`src/engine_ctrl_pkg.sv`:
```
package engine_ctrl_pkg;

  // Bank select carried with each register access
  localparam logic BANK_CONFIG  = 1'b0;
  localparam logic BANK_CONTROL = 1'b1;

  // Configuration bank indices held by this block
  localparam logic [3:0] CFG_IGN_PREDRIVER_IDX = 4'h8;
  localparam logic [3:0] CFG_UNUSED_NINE_IDX   = 4'h9;
  localparam logic [3:0] CFG_WATCHDOG_IDX      = 4'hA;
  localparam logic [3:0] CFG_VRS_RUNNING_IDX   = 4'hB;
  localparam logic [3:0] CFG_VRS_AUTO_IDX      = 4'hC;
  localparam logic [3:0] CFG_VRS_MISC_IDX      = 4'hD;

  // Control bank indices
  localparam logic [3:0] CTL_SWITCHES_IDX      = 4'h0;
  localparam logic [3:0] CTL_AUX_IDX           = 4'h1;
  localparam logic [3:0] CTL_INJECTOR_IDX      = 4'h2;
  localparam logic [3:0] CTL_UNUSED_THREE_IDX  = 4'h3;
  localparam logic [3:0] CTL_FUEL_PUMP_IDX     = 4'h4;
  localparam logic [3:0] CTL_POWER_RELAY_IDX   = 4'h5;
  localparam logic [3:0] CTL_TACH_IDX          = 4'h6;
  localparam logic [3:0] CTL_LAMP_IDX          = 4'h7;
  localparam logic [3:0] CTL_BATTERY_SW_IDX    = 4'h8;
  localparam logic [3:0] CTL_HEATER_IDX        = 4'h9;
  localparam logic [3:0] CTL_IGN_DUTY_IDX      = 4'hA;
  localparam logic [3:0] CTL_UNUSED_ELEVEN_IDX = 4'hB;
  localparam logic [3:0] CTL_WATCHDOG_IDX      = 4'hC;
  localparam logic [3:0] CTL_VRS_CRANK_IDX     = 4'hD;

  // Field positions
  localparam int IGN_GND_SEL_BIT    = 7;
  localparam int IGN_RETRY_BIT      = 6;
  localparam int IGN_OL_SINK_BIT    = 4;
  localparam int IGN_COMBINE_BIT    = 2;
  localparam int AUX_POWER_ON_SELF_CHECK_BIT       = 6;
  localparam int AUX_VPROT_BIT      = 4;
  localparam int AUX_BATSW_BIT      = 2;
  localparam int AUX_TACH_BIT       = 1;
  localparam int AUX_SOFT_RESET_BIT = 0;
  localparam int WD_REFRESH_BIT     = 7;

  localparam logic [7:0] REG_RESET = 8'h00;

  // Writable bits per index, index 15 first; zero bits read as zero
  localparam logic [15:0][7:0] CFG_MASKS = {
    8'h00, 8'h00, 8'hDF, 8'hFF, 8'hFF, 8'hFF, 8'h00, 8'hD7,
    8'h00, 8'h00, 8'h00, 8'h00, 8'h00, 8'h00, 8'h00, 8'h00};
  localparam logic [15:0][7:0] CTL_MASKS = {
    8'h00, 8'h00, 8'hFF, 8'h7F, 8'h00, 8'h7F, 8'h7F, 8'h7F,
    8'h7F, 8'h7F, 8'h7F, 8'h7F, 8'h00, 8'h7F, 8'h56, 8'hFF};

  typedef struct packed {
    logic       bank;
    logic [3:0] index;
    logic       wr;
    logic       rd;
    logic [7:0] data;
  } reg_req_type;

  typedef struct packed {
    logic       injector_enable;
    logic       second_injector_enable;
    logic       fuel_pump_relay_enable;
    logic       power_relay_enable;
    logic       lamp_enable;
    logic       first_ignition_enable;
    logic       second_ignition_enable;
    logic       oxygen_heater_enable;
  } switch_type;

  typedef struct packed {
    logic       ground_driver_select;
    logic       retry_enable;
    logic       open_load_sink;
    logic       or_and_combine;
    logic [1:0] pwm_freq;
  } ign_cfg_type;

  typedef struct packed {
    logic [3:0] threshold;
    logic [3:0] filter_time;
  } vrs_cfg_type;

  typedef struct packed {
    logic [7:0] value;
  } byte_state_type;

  typedef struct packed {
    logic [7:0] rd_data;
    logic       refresh;
    logic       soft_reset;
  } bank_state_type;

endpackage

```
`src/masked_byte_reg.sv`:
```
`timescale 1ns/100ps
module masked_byte_reg #(
  parameter logic [7:0] MASK = 8'hFF
) (
  // Clock and reset
  input  wire logic       clk,
  input  wire logic       sys_rst,
  // Write side
  input  wire logic       wr,
  input  wire logic [7:0] wr_data,
  // Stored value
  output logic [7:0]      q
);

  engine_ctrl_pkg::byte_state_type state_r;
  engine_ctrl_pkg::byte_state_type state_nxt;

  // Masked bits never store, so they read back as zero
  always_comb begin
    state_nxt = state_r;
    if (wr) begin
      state_nxt.value = wr_data & MASK;
    end
  end

  always_ff @(posedge clk or posedge sys_rst) begin
    if (sys_rst) begin
      state_r <= engine_ctrl_pkg::REG_RESET;
    end else begin
      state_r <= state_nxt;
    end
  end

  assign q = state_r.value;

endmodule // masked_byte_reg

```
`src/engine_ctrl_regs.sv`:
```
`timescale 1ns/100ps
// How it works
// - Config index 8 keeps ground select, retry, sink, combine and PWM freq.
// - Unused indices and reserved bits read zero and ignore writes.
// - Non-writable bits drop written values and always read zero.
// - Control index 13 holds the crank threshold and filter codes.
// - Duty registers 2 and 4 to 10 keep a 7-bit code with bit 7 reading zero.
// - Watchdog refresh fires only on a written one and reads back zero.
module engine_ctrl_regs (
  // Clock and reset
  input  wire logic                         clk,
  input  wire logic                         sys_rst,
  // Register access from the serial front end
  input  wire engine_ctrl_pkg::reg_req_type req,
  output logic [7:0]                        rd_data,
  // Driver switches
  output engine_ctrl_pkg::switch_type       switches,
  output logic                              power_on_self_check_enable,
  output logic                              vprot_enable,
  output logic                              batsw_enable,
  output logic                              tach_enable,
  output logic                              internal_reset,
  // Duty codes
  output logic [6:0]                        injector_duty,
  output logic [6:0]                        fuel_pump_relay_duty,
  output logic [6:0]                        power_relay_duty,
  output logic [6:0]                        tachometer_duty,
  output logic [6:0]                        warning_lamp_duty,
  output logic [6:0]                        battery_switch_duty,
  output logic [6:0]                        heater_predriver_duty,
  output logic [6:0]                        ignition_predriver_duty,
  // Configuration
  output engine_ctrl_pkg::ign_cfg_type      ign_cfg,
  output logic [7:0]                        watchdog_settings,
  output engine_ctrl_pkg::vrs_cfg_type      vrs_running,
  output logic [7:0]                        vrs_automatic,
  output logic [7:0]                        vrs_misc,
  // Watchdog and cranking control
  output logic [6:0]                        watchdog_load,
  output logic                              watchdog_refresh,
  output engine_ctrl_pkg::vrs_cfg_type      vrs_cranking
);

  logic [15:0][7:0] cfg_q;
  logic [15:0][7:0] ctl_q;
  engine_ctrl_pkg::bank_state_type state_r;
  engine_ctrl_pkg::bank_state_type state_nxt;
  logic ctl_wr;

  assign ctl_wr = req.wr && (req.bank == engine_ctrl_pkg::BANK_CONTROL);

  // Reserved bits are masked at the store, not at the read
  genvar i;
  generate
    for (i = 0; i < 16; i++) begin : g_reg
      masked_byte_reg #(
        .MASK (engine_ctrl_pkg::CFG_MASKS[i])
      ) u_cfg (
        .clk     (clk),
        .sys_rst (sys_rst),
        .wr      (req.wr && req.bank == engine_ctrl_pkg::BANK_CONFIG
                  && req.index == 4'(i)),
        .wr_data (req.data),
        .q       (cfg_q[i])
      );
      masked_byte_reg #(
        .MASK (engine_ctrl_pkg::CTL_MASKS[i])
      ) u_ctl (
        .clk     (clk),
        .sys_rst (sys_rst),
        .wr      (ctl_wr && req.index == 4'(i)),
        .wr_data (req.data),
        .q       (ctl_q[i])
      );
    end
  endgenerate

  always_comb begin
    state_nxt            = state_r;
    state_nxt.refresh    = 1'b0;
    state_nxt.soft_reset = 1'b0;
    if (req.rd) begin
      state_nxt.rd_data = (req.bank == engine_ctrl_pkg::BANK_CONTROL)
                          ? ctl_q[req.index] : cfg_q[req.index];
    end
    // Pulses are not stored, so these bits read back zero
    if (ctl_wr && req.index == engine_ctrl_pkg::CTL_WATCHDOG_IDX) begin
      state_nxt.refresh =
        req.data[engine_ctrl_pkg::WD_REFRESH_BIT];
    end
    if (ctl_wr && req.index == engine_ctrl_pkg::CTL_AUX_IDX) begin
      state_nxt.soft_reset =
        req.data[engine_ctrl_pkg::AUX_SOFT_RESET_BIT];
    end
  end

  always_ff @(posedge clk or posedge sys_rst) begin
    if (sys_rst) begin
      state_r <= '0;
    end else begin
      state_r <= state_nxt;
    end
  end

  assign rd_data          = state_r.rd_data;
  assign watchdog_refresh = state_r.refresh;
  assign internal_reset   = state_r.soft_reset;

  assign switches = engine_ctrl_pkg::switch_type'(
    ctl_q[engine_ctrl_pkg::CTL_SWITCHES_IDX]);
  assign power_on_self_check_enable  =
    ctl_q[engine_ctrl_pkg::CTL_AUX_IDX][engine_ctrl_pkg::AUX_POWER_ON_SELF_CHECK_BIT];
  assign vprot_enable =
    ctl_q[engine_ctrl_pkg::CTL_AUX_IDX][engine_ctrl_pkg::AUX_VPROT_BIT];
  assign batsw_enable =
    ctl_q[engine_ctrl_pkg::CTL_AUX_IDX][engine_ctrl_pkg::AUX_BATSW_BIT];
  assign tach_enable  =
    ctl_q[engine_ctrl_pkg::CTL_AUX_IDX][engine_ctrl_pkg::AUX_TACH_BIT];

  assign injector_duty  = ctl_q[engine_ctrl_pkg::CTL_INJECTOR_IDX][6:0];
  assign fuel_pump_relay_duty =
    ctl_q[engine_ctrl_pkg::CTL_FUEL_PUMP_IDX][6:0];
  assign power_relay_duty =
    ctl_q[engine_ctrl_pkg::CTL_POWER_RELAY_IDX][6:0];
  assign tachometer_duty    = ctl_q[engine_ctrl_pkg::CTL_TACH_IDX][6:0];
  assign warning_lamp_duty  = ctl_q[engine_ctrl_pkg::CTL_LAMP_IDX][6:0];
  assign battery_switch_duty =
    ctl_q[engine_ctrl_pkg::CTL_BATTERY_SW_IDX][6:0];
  assign heater_predriver_duty =
    ctl_q[engine_ctrl_pkg::CTL_HEATER_IDX][6:0];
  assign ignition_predriver_duty =
    ctl_q[engine_ctrl_pkg::CTL_IGN_DUTY_IDX][6:0];

  assign ign_cfg = engine_ctrl_pkg::ign_cfg_type'({
    cfg_q[engine_ctrl_pkg::CFG_IGN_PREDRIVER_IDX][7:6],
    cfg_q[engine_ctrl_pkg::CFG_IGN_PREDRIVER_IDX][4],
    cfg_q[engine_ctrl_pkg::CFG_IGN_PREDRIVER_IDX][2:0]});
  assign watchdog_settings = cfg_q[engine_ctrl_pkg::CFG_WATCHDOG_IDX];
  assign vrs_running = engine_ctrl_pkg::vrs_cfg_type'(
    cfg_q[engine_ctrl_pkg::CFG_VRS_RUNNING_IDX]);
  assign vrs_automatic = cfg_q[engine_ctrl_pkg::CFG_VRS_AUTO_IDX];
  assign vrs_misc      = cfg_q[engine_ctrl_pkg::CFG_VRS_MISC_IDX];

  assign watchdog_load = ctl_q[engine_ctrl_pkg::CTL_WATCHDOG_IDX][6:0];
  assign vrs_cranking  = engine_ctrl_pkg::vrs_cfg_type'(
    ctl_q[engine_ctrl_pkg::CTL_VRS_CRANK_IDX]);

  property p_ign_fields;
    @(posedge clk) disable iff (sys_rst)
    (req.wr && req.bank == engine_ctrl_pkg::BANK_CONFIG
     && req.index == engine_ctrl_pkg::CFG_IGN_PREDRIVER_IDX)
    |=> (ign_cfg.ground_driver_select == $past(req.data[7]))
        && (ign_cfg.retry_enable == $past(req.data[6]))
        && (ign_cfg.open_load_sink == $past(req.data[4]))
        && (ign_cfg.or_and_combine == $past(req.data[2]))
        && (ign_cfg.pwm_freq == $past(req.data[1:0]));
  endproperty
  a_ign_fields: assert property (p_ign_fields)
    else $error("ignition config fields wrong after write");

  property p_unused_zero;
    @(posedge clk) disable iff (sys_rst)
    (req.rd && ((req.bank == engine_ctrl_pkg::BANK_CONFIG
       && req.index == engine_ctrl_pkg::CFG_UNUSED_NINE_IDX)
     || (req.bank == engine_ctrl_pkg::BANK_CONTROL
       && (req.index == engine_ctrl_pkg::CTL_UNUSED_THREE_IDX
        || req.index == engine_ctrl_pkg::CTL_UNUSED_ELEVEN_IDX))))
    |=> rd_data == 8'h00;
  endproperty
  a_unused_zero: assert property (p_unused_zero)
    else $error("unused register read non-zero");

  property p_nonwrite_zero;
    @(posedge clk) disable iff (sys_rst)
    (req.rd && req.bank == engine_ctrl_pkg::BANK_CONTROL
     && req.index == engine_ctrl_pkg::CTL_AUX_IDX)
    |=> (rd_data & 8'hA9) == 8'h00;
  endproperty
  a_nonwrite_zero: assert property (p_nonwrite_zero)
    else $error("non-writable auxiliary bit read non-zero");

  property p_crank_store;
    @(posedge clk) disable iff (sys_rst)
    (ctl_wr && req.index == engine_ctrl_pkg::CTL_VRS_CRANK_IDX)
    |=> vrs_cranking == $past(req.data);
  endproperty
  a_crank_store: assert property (p_crank_store)
    else $error("cranking settings not stored");

  // A read in the write's own cycle would still see the old value,
  // so the readback is taken two cycles after the write
  property p_duty_store;
    @(posedge clk) disable iff (sys_rst)
    (ctl_wr && req.index == engine_ctrl_pkg::CTL_INJECTOR_IDX)
    ##1 !(ctl_wr && req.index == engine_ctrl_pkg::CTL_INJECTOR_IDX)
    ##1 (req.rd && req.bank == engine_ctrl_pkg::BANK_CONTROL
         && req.index == engine_ctrl_pkg::CTL_INJECTOR_IDX)
    |=> rd_data == {1'b0, $past(req.data[6:0], 3)};
  endproperty
  a_duty_store: assert property (p_duty_store)
    else $error("duty readback wrong or bit 7 set");

  property p_duty_bit7;
    @(posedge clk) disable iff (sys_rst)
    (req.rd && req.bank == engine_ctrl_pkg::BANK_CONTROL
     && req.index >= engine_ctrl_pkg::CTL_INJECTOR_IDX
     && req.index <= engine_ctrl_pkg::CTL_IGN_DUTY_IDX)
    |=> !rd_data[7];
  endproperty
  a_duty_bit7: assert property (p_duty_bit7)
    else $error("duty register bit 7 read non-zero");

  property p_refresh_pulse;
    @(posedge clk) disable iff (sys_rst)
    (ctl_wr && req.index == engine_ctrl_pkg::CTL_WATCHDOG_IDX)
    |=> watchdog_refresh
        == $past(req.data[engine_ctrl_pkg::WD_REFRESH_BIT]);
  endproperty
  a_refresh_pulse: assert property (p_refresh_pulse)
    else $error("refresh pulse does not follow written bit");

  property p_refresh_idle;
    @(posedge clk) disable iff (sys_rst)
    !(ctl_wr && req.index == engine_ctrl_pkg::CTL_WATCHDOG_IDX
      && req.data[engine_ctrl_pkg::WD_REFRESH_BIT])
    |=> !watchdog_refresh;
  endproperty
  a_refresh_idle: assert property (p_refresh_idle)
    else $error("refresh pulse without a written one");

  property p_refresh_read_zero;
    @(posedge clk) disable iff (sys_rst)
    (req.rd && req.bank == engine_ctrl_pkg::BANK_CONTROL
     && req.index == engine_ctrl_pkg::CTL_WATCHDOG_IDX)
    |=> !rd_data[engine_ctrl_pkg::WD_REFRESH_BIT];
  endproperty
  a_refresh_read_zero: assert property (p_refresh_read_zero)
    else $error("refresh bit read back non-zero");

  property p_soft_reset_pulse;
    @(posedge clk) disable iff (sys_rst)
    (ctl_wr && req.index == engine_ctrl_pkg::CTL_AUX_IDX)
    |=> internal_reset
        == $past(req.data[engine_ctrl_pkg::AUX_SOFT_RESET_BIT]);
  endproperty
  a_soft_reset_pulse: assert property (p_soft_reset_pulse)
    else $error("internal reset pulse does not follow written bit");

  property p_switch_drive;
    @(posedge clk) disable iff (sys_rst)
    (ctl_wr && req.index == engine_ctrl_pkg::CTL_SWITCHES_IDX)
    |=> switches == $past(req.data);
  endproperty
  a_switch_drive: assert property (p_switch_drive)
    else $error("driver switches do not follow written value");

  property p_switch_hold;
    @(posedge clk) disable iff (sys_rst)
    !(ctl_wr && req.index == engine_ctrl_pkg::CTL_SWITCHES_IDX)
    |=> $stable(switches);
  endproperty
  a_switch_hold: assert property (p_switch_hold)
    else $error("driver switches changed without a write");

endmodule // engine_ctrl_regs

```
`config.mk`:
```
export PLATFORM = sky130hd
export DESIGN_NAME = engine_ctrl_regs
export DESIGN_NICKNAME = d
export VERILOG_FILES = /design/src/engine_ctrl_pkg.sv /design/src/masked_byte_reg.sv /design/src/engine_ctrl_regs.sv
export SDC_FILE = /design/constraint.sdc
export NUM_CORES = 1
export LEC_CHECK = 0
export BUFFER_PORTS_ARGS = -buffer_cell sky130_fd_sc_hd__buf_4
export CAP_MARGIN = 20
export CORE_ASPECT_RATIO = 1.5
export CORE_MARGIN = 2
export CORE_UTILIZATION = 54
export DETAILED_ROUTE_END_ITERATION = 8
export PLACE_DENSITY = 0.9
export REMOVE_ABC_BUFFERS = 1
export SYNTH_ARGS = -nofsm -noshare
export SYNTH_HDL_FRONTEND = slang
export SYNTH_SLANG_ARGS = --single-unit
```
`constraint.sdc`:
```
create_clock -name clk -period 5.4 [get_ports clk]
set_input_delay 0.54 -clock clk [delete_from_list [all_inputs] [get_ports clk]]
set_output_delay 0.54 -clock clk [all_outputs]
set_load 0.01 [all_outputs]
```
# Word-level counts from Yosys, hierarchy flattened
# Cells that the tools add are included.
# word_totals
regBits	130
input_bits	17
out_inout_bits	131
elab_cells	61
# op_classes
n_lt_le_gt_ge	1
eq_ne	12
muxes	7
bitwise	1
n_reduce_logical	20
# op_table
cell	n
$bmux W8 S4	2
$eq A4 B4 Y1 const B	6
$mux W8	3
$logic_and A1 B1 Y1	19
$eq A4 B3 Y1 const B	4
$lt A4 B5 Y1 const B	1
$eq A4 B1 Y1 const B	1
$eq A4 B2 Y1 const B	1
$logic_not A4 Y1	1
$mux W1	2
$not A1 Y1	1

# Depth between registers and ports, before layout
# logic_depth
ltp_word	3
depth_mapped	8
mapped_depth_nobuf	5

# Modules after synthesis
# From an unflattened synthesis, not the netlist that was laid out.
# unflattened
cells_unflattened	721
hier_area_um2	8984.9
# modules_own_cells
mod	instances	cells_per_inst	area_per_inst_um2
masked_byte_reg at g_reg[10].u_ctl ...	10	18	306.5
engine_ctrl_regs	1	285	2829.0
masked_byte_reg at g_reg[0].u_ctl ...	5	18	335.3
masked_byte_reg at g_reg[0].u_cfg ...	15	9	63.8
masked_byte_reg at g_reg[8].u_cfg	1	17	274.0
masked_byte_reg at g_reg[1].u_ctl	1	14	182.7

# Worst setup path after synthesis
# No wires, ideal clock.
# synth_timing
kind	input -> register
start	in req[10] (netlist bit)
end	reg g_reg[12].u_ctl.state_r, in the netlist g_reg[12].u_ctl.q[1]
t_arrival_ps	1814
t_required_ps	5275
path_slack_ps	3461
path_stages	6
n_path_buf	3
path_cell_list	buf_2 > nor4bb_1 > clkbuf_1 > nor2b_1 > buf_2 > mux2_2
# synth_via
elab_chain_len	2
# synth_rtl
item	line_no	source
start: declaration	engine_ctrl_regs.sv:14	input wire engine_ctrl_pkg::reg_req_type req,
$eq A4 B4 Y1	engine_ctrl_regs.sv:71	.wr (ctl_wr && req.index == 4'(i)),
$logic_and A1 B1 Y1	engine_ctrl_regs.sv:71	
end signal: assignment	masked_byte_reg.sv:28	state_r <= engine_ctrl_pkg::REG_RESET;
end signal: assignment	masked_byte_reg.sv:30	state_r <= state_nxt;
end: declaration	masked_byte_reg.sv:15	engine_ctrl_pkg::byte_state_type state_r;
# No other way between the ends.
# A chain may end at the register's enable or synchronous reset.

# Final worst setup path
# layout_timing
start	in req[10] (netlist bit)
end	reg g_reg[13].u_ctl.state_r, in the netlist g_reg[13].u_ctl.q[2]
# layout_via
elab_chain_len	2
# layout_rtl
item	line_no
$eq A4 B4 Y1	engine_ctrl_regs.sv:71
$logic_and A1 B1 Y1	engine_ctrl_regs.sv:71
end signal: assignment	masked_byte_reg.sv:28
end signal: assignment	masked_byte_reg.sv:30
end: declaration	masked_byte_reg.sv:15
# No other way between the ends.

==> flow_summary_export.csv <==
group,metric,value,unit
setup_path,setup.worst_path.start_class,"primary input",
timing,finalMaxSlewViolations,0,
routing,vias_per_cell,6.249,
power_and_ir_drop,internal_power,2276,uW
setup_path,r2r-end,"rd_data[4]$_DFFE_PP0P_",
clock_network,cts_tree,"done",
routing,vias,4743,
power_and_ir_drop,pwr-share-clk,34.7,%
placement,place_congestion,0.8714,
layout,final_common_cell,"buf_4",
timing,relSlewSlack,34.85,%
power_and_ir_drop,swShare,28.54,%
clock_network,cts_max_path_buffers,2,
logic_synthesis,yosys_warnings,0,
layout,finalNetCount,618,
flow_run,max_cap_violations,0,
logic_synthesis,ys.flop_type,"dfrtp_1",
routing,wl,17.84,mm
logic_synthesis,syn_inst,469,
run_status,outcome,"finished, final reports clean",
routing,drt-pass1-iter-count,6,
global_route,grt_pass1_wl,28.15,mm
timing,clock_skew,4.680,ps
setup_path,worst_path_max_delay_cell,"nor2b_1",
global_route,grt_pass1_vias,4938,
timing,finalHoldWorstSlack,174.7,ps
clock_network,ctsHtreeMaxLevel,4,
floorplan,fp.dieW,91.21,um
setup_path,critPathKind,"in2reg",
logic_synthesis,synth_edf_count,0,
power_and_ir_drop,sequentialPowerShare,41.8,%
clock_network,ctsHoldBuffers,0,
power_and_ir_drop,total_power,3186,uW
routing,ant_nets,0,
floorplan,start_util,55.72,%
logic_synthesis,postSynth.asyncResetShare,100.0,%
setup_path,cp-startpoint,"req[10]",
logic_synthesis,seq_area_frac_synth,52.81,%
setup_path,crit_path_frequent_cell,"nor2b_1",
layout,utilization,70.85,%
clock_network,cts-root-buf,"clkbuf_16",
global_route,globalRoute.totalOverflow,0,
placement,hpwl,12.30,mm
routing,wl_per_cell,23.50,um
power_and_ir_drop,peakVddDrop,249.3,uV
global_route,grt.total_usage,29.98,%
power_and_ir_drop,cellLeakagePower,0.003751,uW
power_and_ir_drop,switchingPower,909.3,uW
floorplan,coreArea,0.01106,mm2
power_and_ir_drop,power_frac_comb,23.5,%
logic_synthesis,yosys_register_bits,130,
clock_network,cts_sinks,130,
setup_path,end_kind,"register",
timing,fin_crit_sh,56.89,%
timing,finalCriticalPeriod,3072,ps
timing,worst_pin_slew,975.3,ps
layout,drive_above_1_share,50.82,%
setup_path,reg2regPathDepth,4,
clock_network,clk_pin_slew,50,ps
global_route,grt_max_degree,93,
logic_synthesis,syn_avg_cell_area,13.13,um2
placement,portBuffers,146,
layout,final_cell_mix,"buf_4, dfrtp_1, mux2_2, mux2i_1, nand2_1",
floorplan,die_y,134.8,um
setup_path,crit_path_cell_trace,"buf_4, nor2b_1, nand3_1, nor2b_1, mux2_2",
power_and_ir_drop,power.density,406.7,mW/mm2
layout,synthToLayoutAreaGrowth,27.16,%
setup_path,r2r-start,"g_reg[10].u_ctl.q[4]$_DFFE_PP0P_",
min_path,hp-class,"in2async",
timing,max_freq,325.5,MHz
floorplan,rows,47,
routing,drc,0,
setup_path,critical_path_peak_fanout,46,
clock_network,post_cts_buffers,0,
setup_path,cpPeakStageDelay,860,ps
setup_path,crit_end,"g_reg[13].u_ctl.q[2]$_DFFE_PP0P_",
clock_network,insertion_delay,410,ps
setup_path,required,5690,ps
routing,drtIter0Drc,458,
logic_synthesis,synth_cell_type_count,59,
global_route,antenna_found_initial,0,
timing,finalSetupTns,0,ps
timing,setup_viol,0,
layout,antenna_cells,0,
clock_network,cts_resized,0,
timing,rsz0062_at_grt,"false",
timing,hold_viol_final,0,
floorplan,dieArea,0.01229,mm2
clock_network,cts_buffers,17,
logic_synthesis,syn_area,0.006160,mm2
floorplan,io_pins,148,
setup_path,cp.arrival,3360,ps
setup_path,regToRegSetupSlack,3590,ps
==> worst max-delay path: cells and delay by family <==
family / cells / cell delay (ps)
buf+inv: 1 / 510
mux: 1 / 420
simple gates: 3 / 1860
==> through the flow <==
step / setup WS (ps) / cells / area (um2)
final: 2328 / 759 / 7833
after global routing: 2223 / 759 / 7833
after CTS: 2397 / 758 / 7805
after detailed placement: 2012 / 728 / 7243
after global placement: 2115 / 728 / 7243
after floorplan: 1391 / 433 / 5946
==> power by group through the flow <==
stage / Combinational (uW) / Clock, uW / Sequential (uW)
6_report: 749 / 1100 / 1330
5_1_grt: 794 / 1160 / 1350
4_1_cts: 750 / 1110 / 1330
3_5_place_dp: 743 / 0 / 1340
3_3_place_gp: 722 / 0 / 1330
2_1_floorplan: 265 / 0 / 1380
==> per-layer routing <==
| layer | wire length, um | track usage [%] | up-vias |
|---|---|---|---|
| li1 | - | - | 1988 |
| met1 | 6320 | 35.62 | 2396 |
| met2 | 9474 | 51.85 | 302 |
| met3 | 1344 | 6.362 | 57 |
| met4 | 699 | 14.39 | 0 |
| met5 | 0 | 0 | - |
==> Yosys cell counts, types with 2 or more instances <==
master,instances,area share (%)
a2111oi_0,2,0.28
a211oi_1,5,0.61
a21oi_1,10,0.81
a221oi_1,4,0.57
a22o_1,4,0.57
a22oi_1,3,0.37
a31oi_1,4,0.41
and2_1,3,0.30
and3_1,3,0.30
buf_2,12,0.98
buf_4,7,0.85
buf_6,5,0.91
clkbuf_1,12,0.73
dfrtp_1,130,53
inv_1,5,0.30
mux2_2,116,21
mux2i_1,30,4.9
mux4_2,3,1.1
nand2_1,19,1.2
nand2b_1,3,0.30
nand3_1,5,0.41
nand4_1,4,0.41
nor2_1,13,0.79
nor2_2,3,0.30
nor2b_1,6,0.61
nor3_1,3,0.24
nor3_4,2,0.53
nor4_1,2,0.20
nor4_4,2,0.69
o211ai_1,2,0.24
o21ai_0,11,0.89
o221ai_1,3,0.43
o22ai_1,6,0.61
or4_1,2,0.24
==> worst min path at each step <==
stage                                             to  depth (start not counted)
global route         g_reg[4].u_ctl.q[1]$_DFFE_PP0P_                          2
floorplan            g_reg[2].u_ctl.q[0]$_DFFE_PP0P_                          2
CTS                       watchdog_refresh$_DFF_PP0_                          2
global placement    g_reg[10].u_cfg.q[0]$_DFFE_PP0P_                          2
finish               g_reg[4].u_ctl.q[1]$_DFFE_PP0P_                          2
detailed placement   g_reg[8].u_ctl.q[5]$_DFFE_PP0P_                          1
==> registers in the layout, summed over array words and instances (netlist names) <==
register / flops
g.u_ctl.q: 83
g.u_cfg.q: 37
rd_data: 8
internal_reset: 1
watchdog_refresh: 1
==> area by class of cell <==
class	count	area, um2
Sequential cell	130	3253
Fill cell	760	3223
Multi-Input combinational cell	298	2674
Timing Repair Buffer	149	1139
Clock buffer	24	481.7
Tap cell	147	183.9
Clock inverter	6	80.08
Inverter	5	21.27
==> cell families (layout without fill, tap and decap cells) <==
| family | count (synthesis) | in the layout | share of synthesized area, % |
|---|---|---|---|
| compound gates | 67 | 67 | 7.597 |
| buf+inv | 41 | 184 | 3.778 |
| flops | 130 | 130 | 52.81 |
| mux | 151 | 151 | 27.60 |
| other cells | 1 | 1 | 0.06088 |
| simple gates | 79 | 79 | 8.146 |
(Power assumes the default switching activity.)
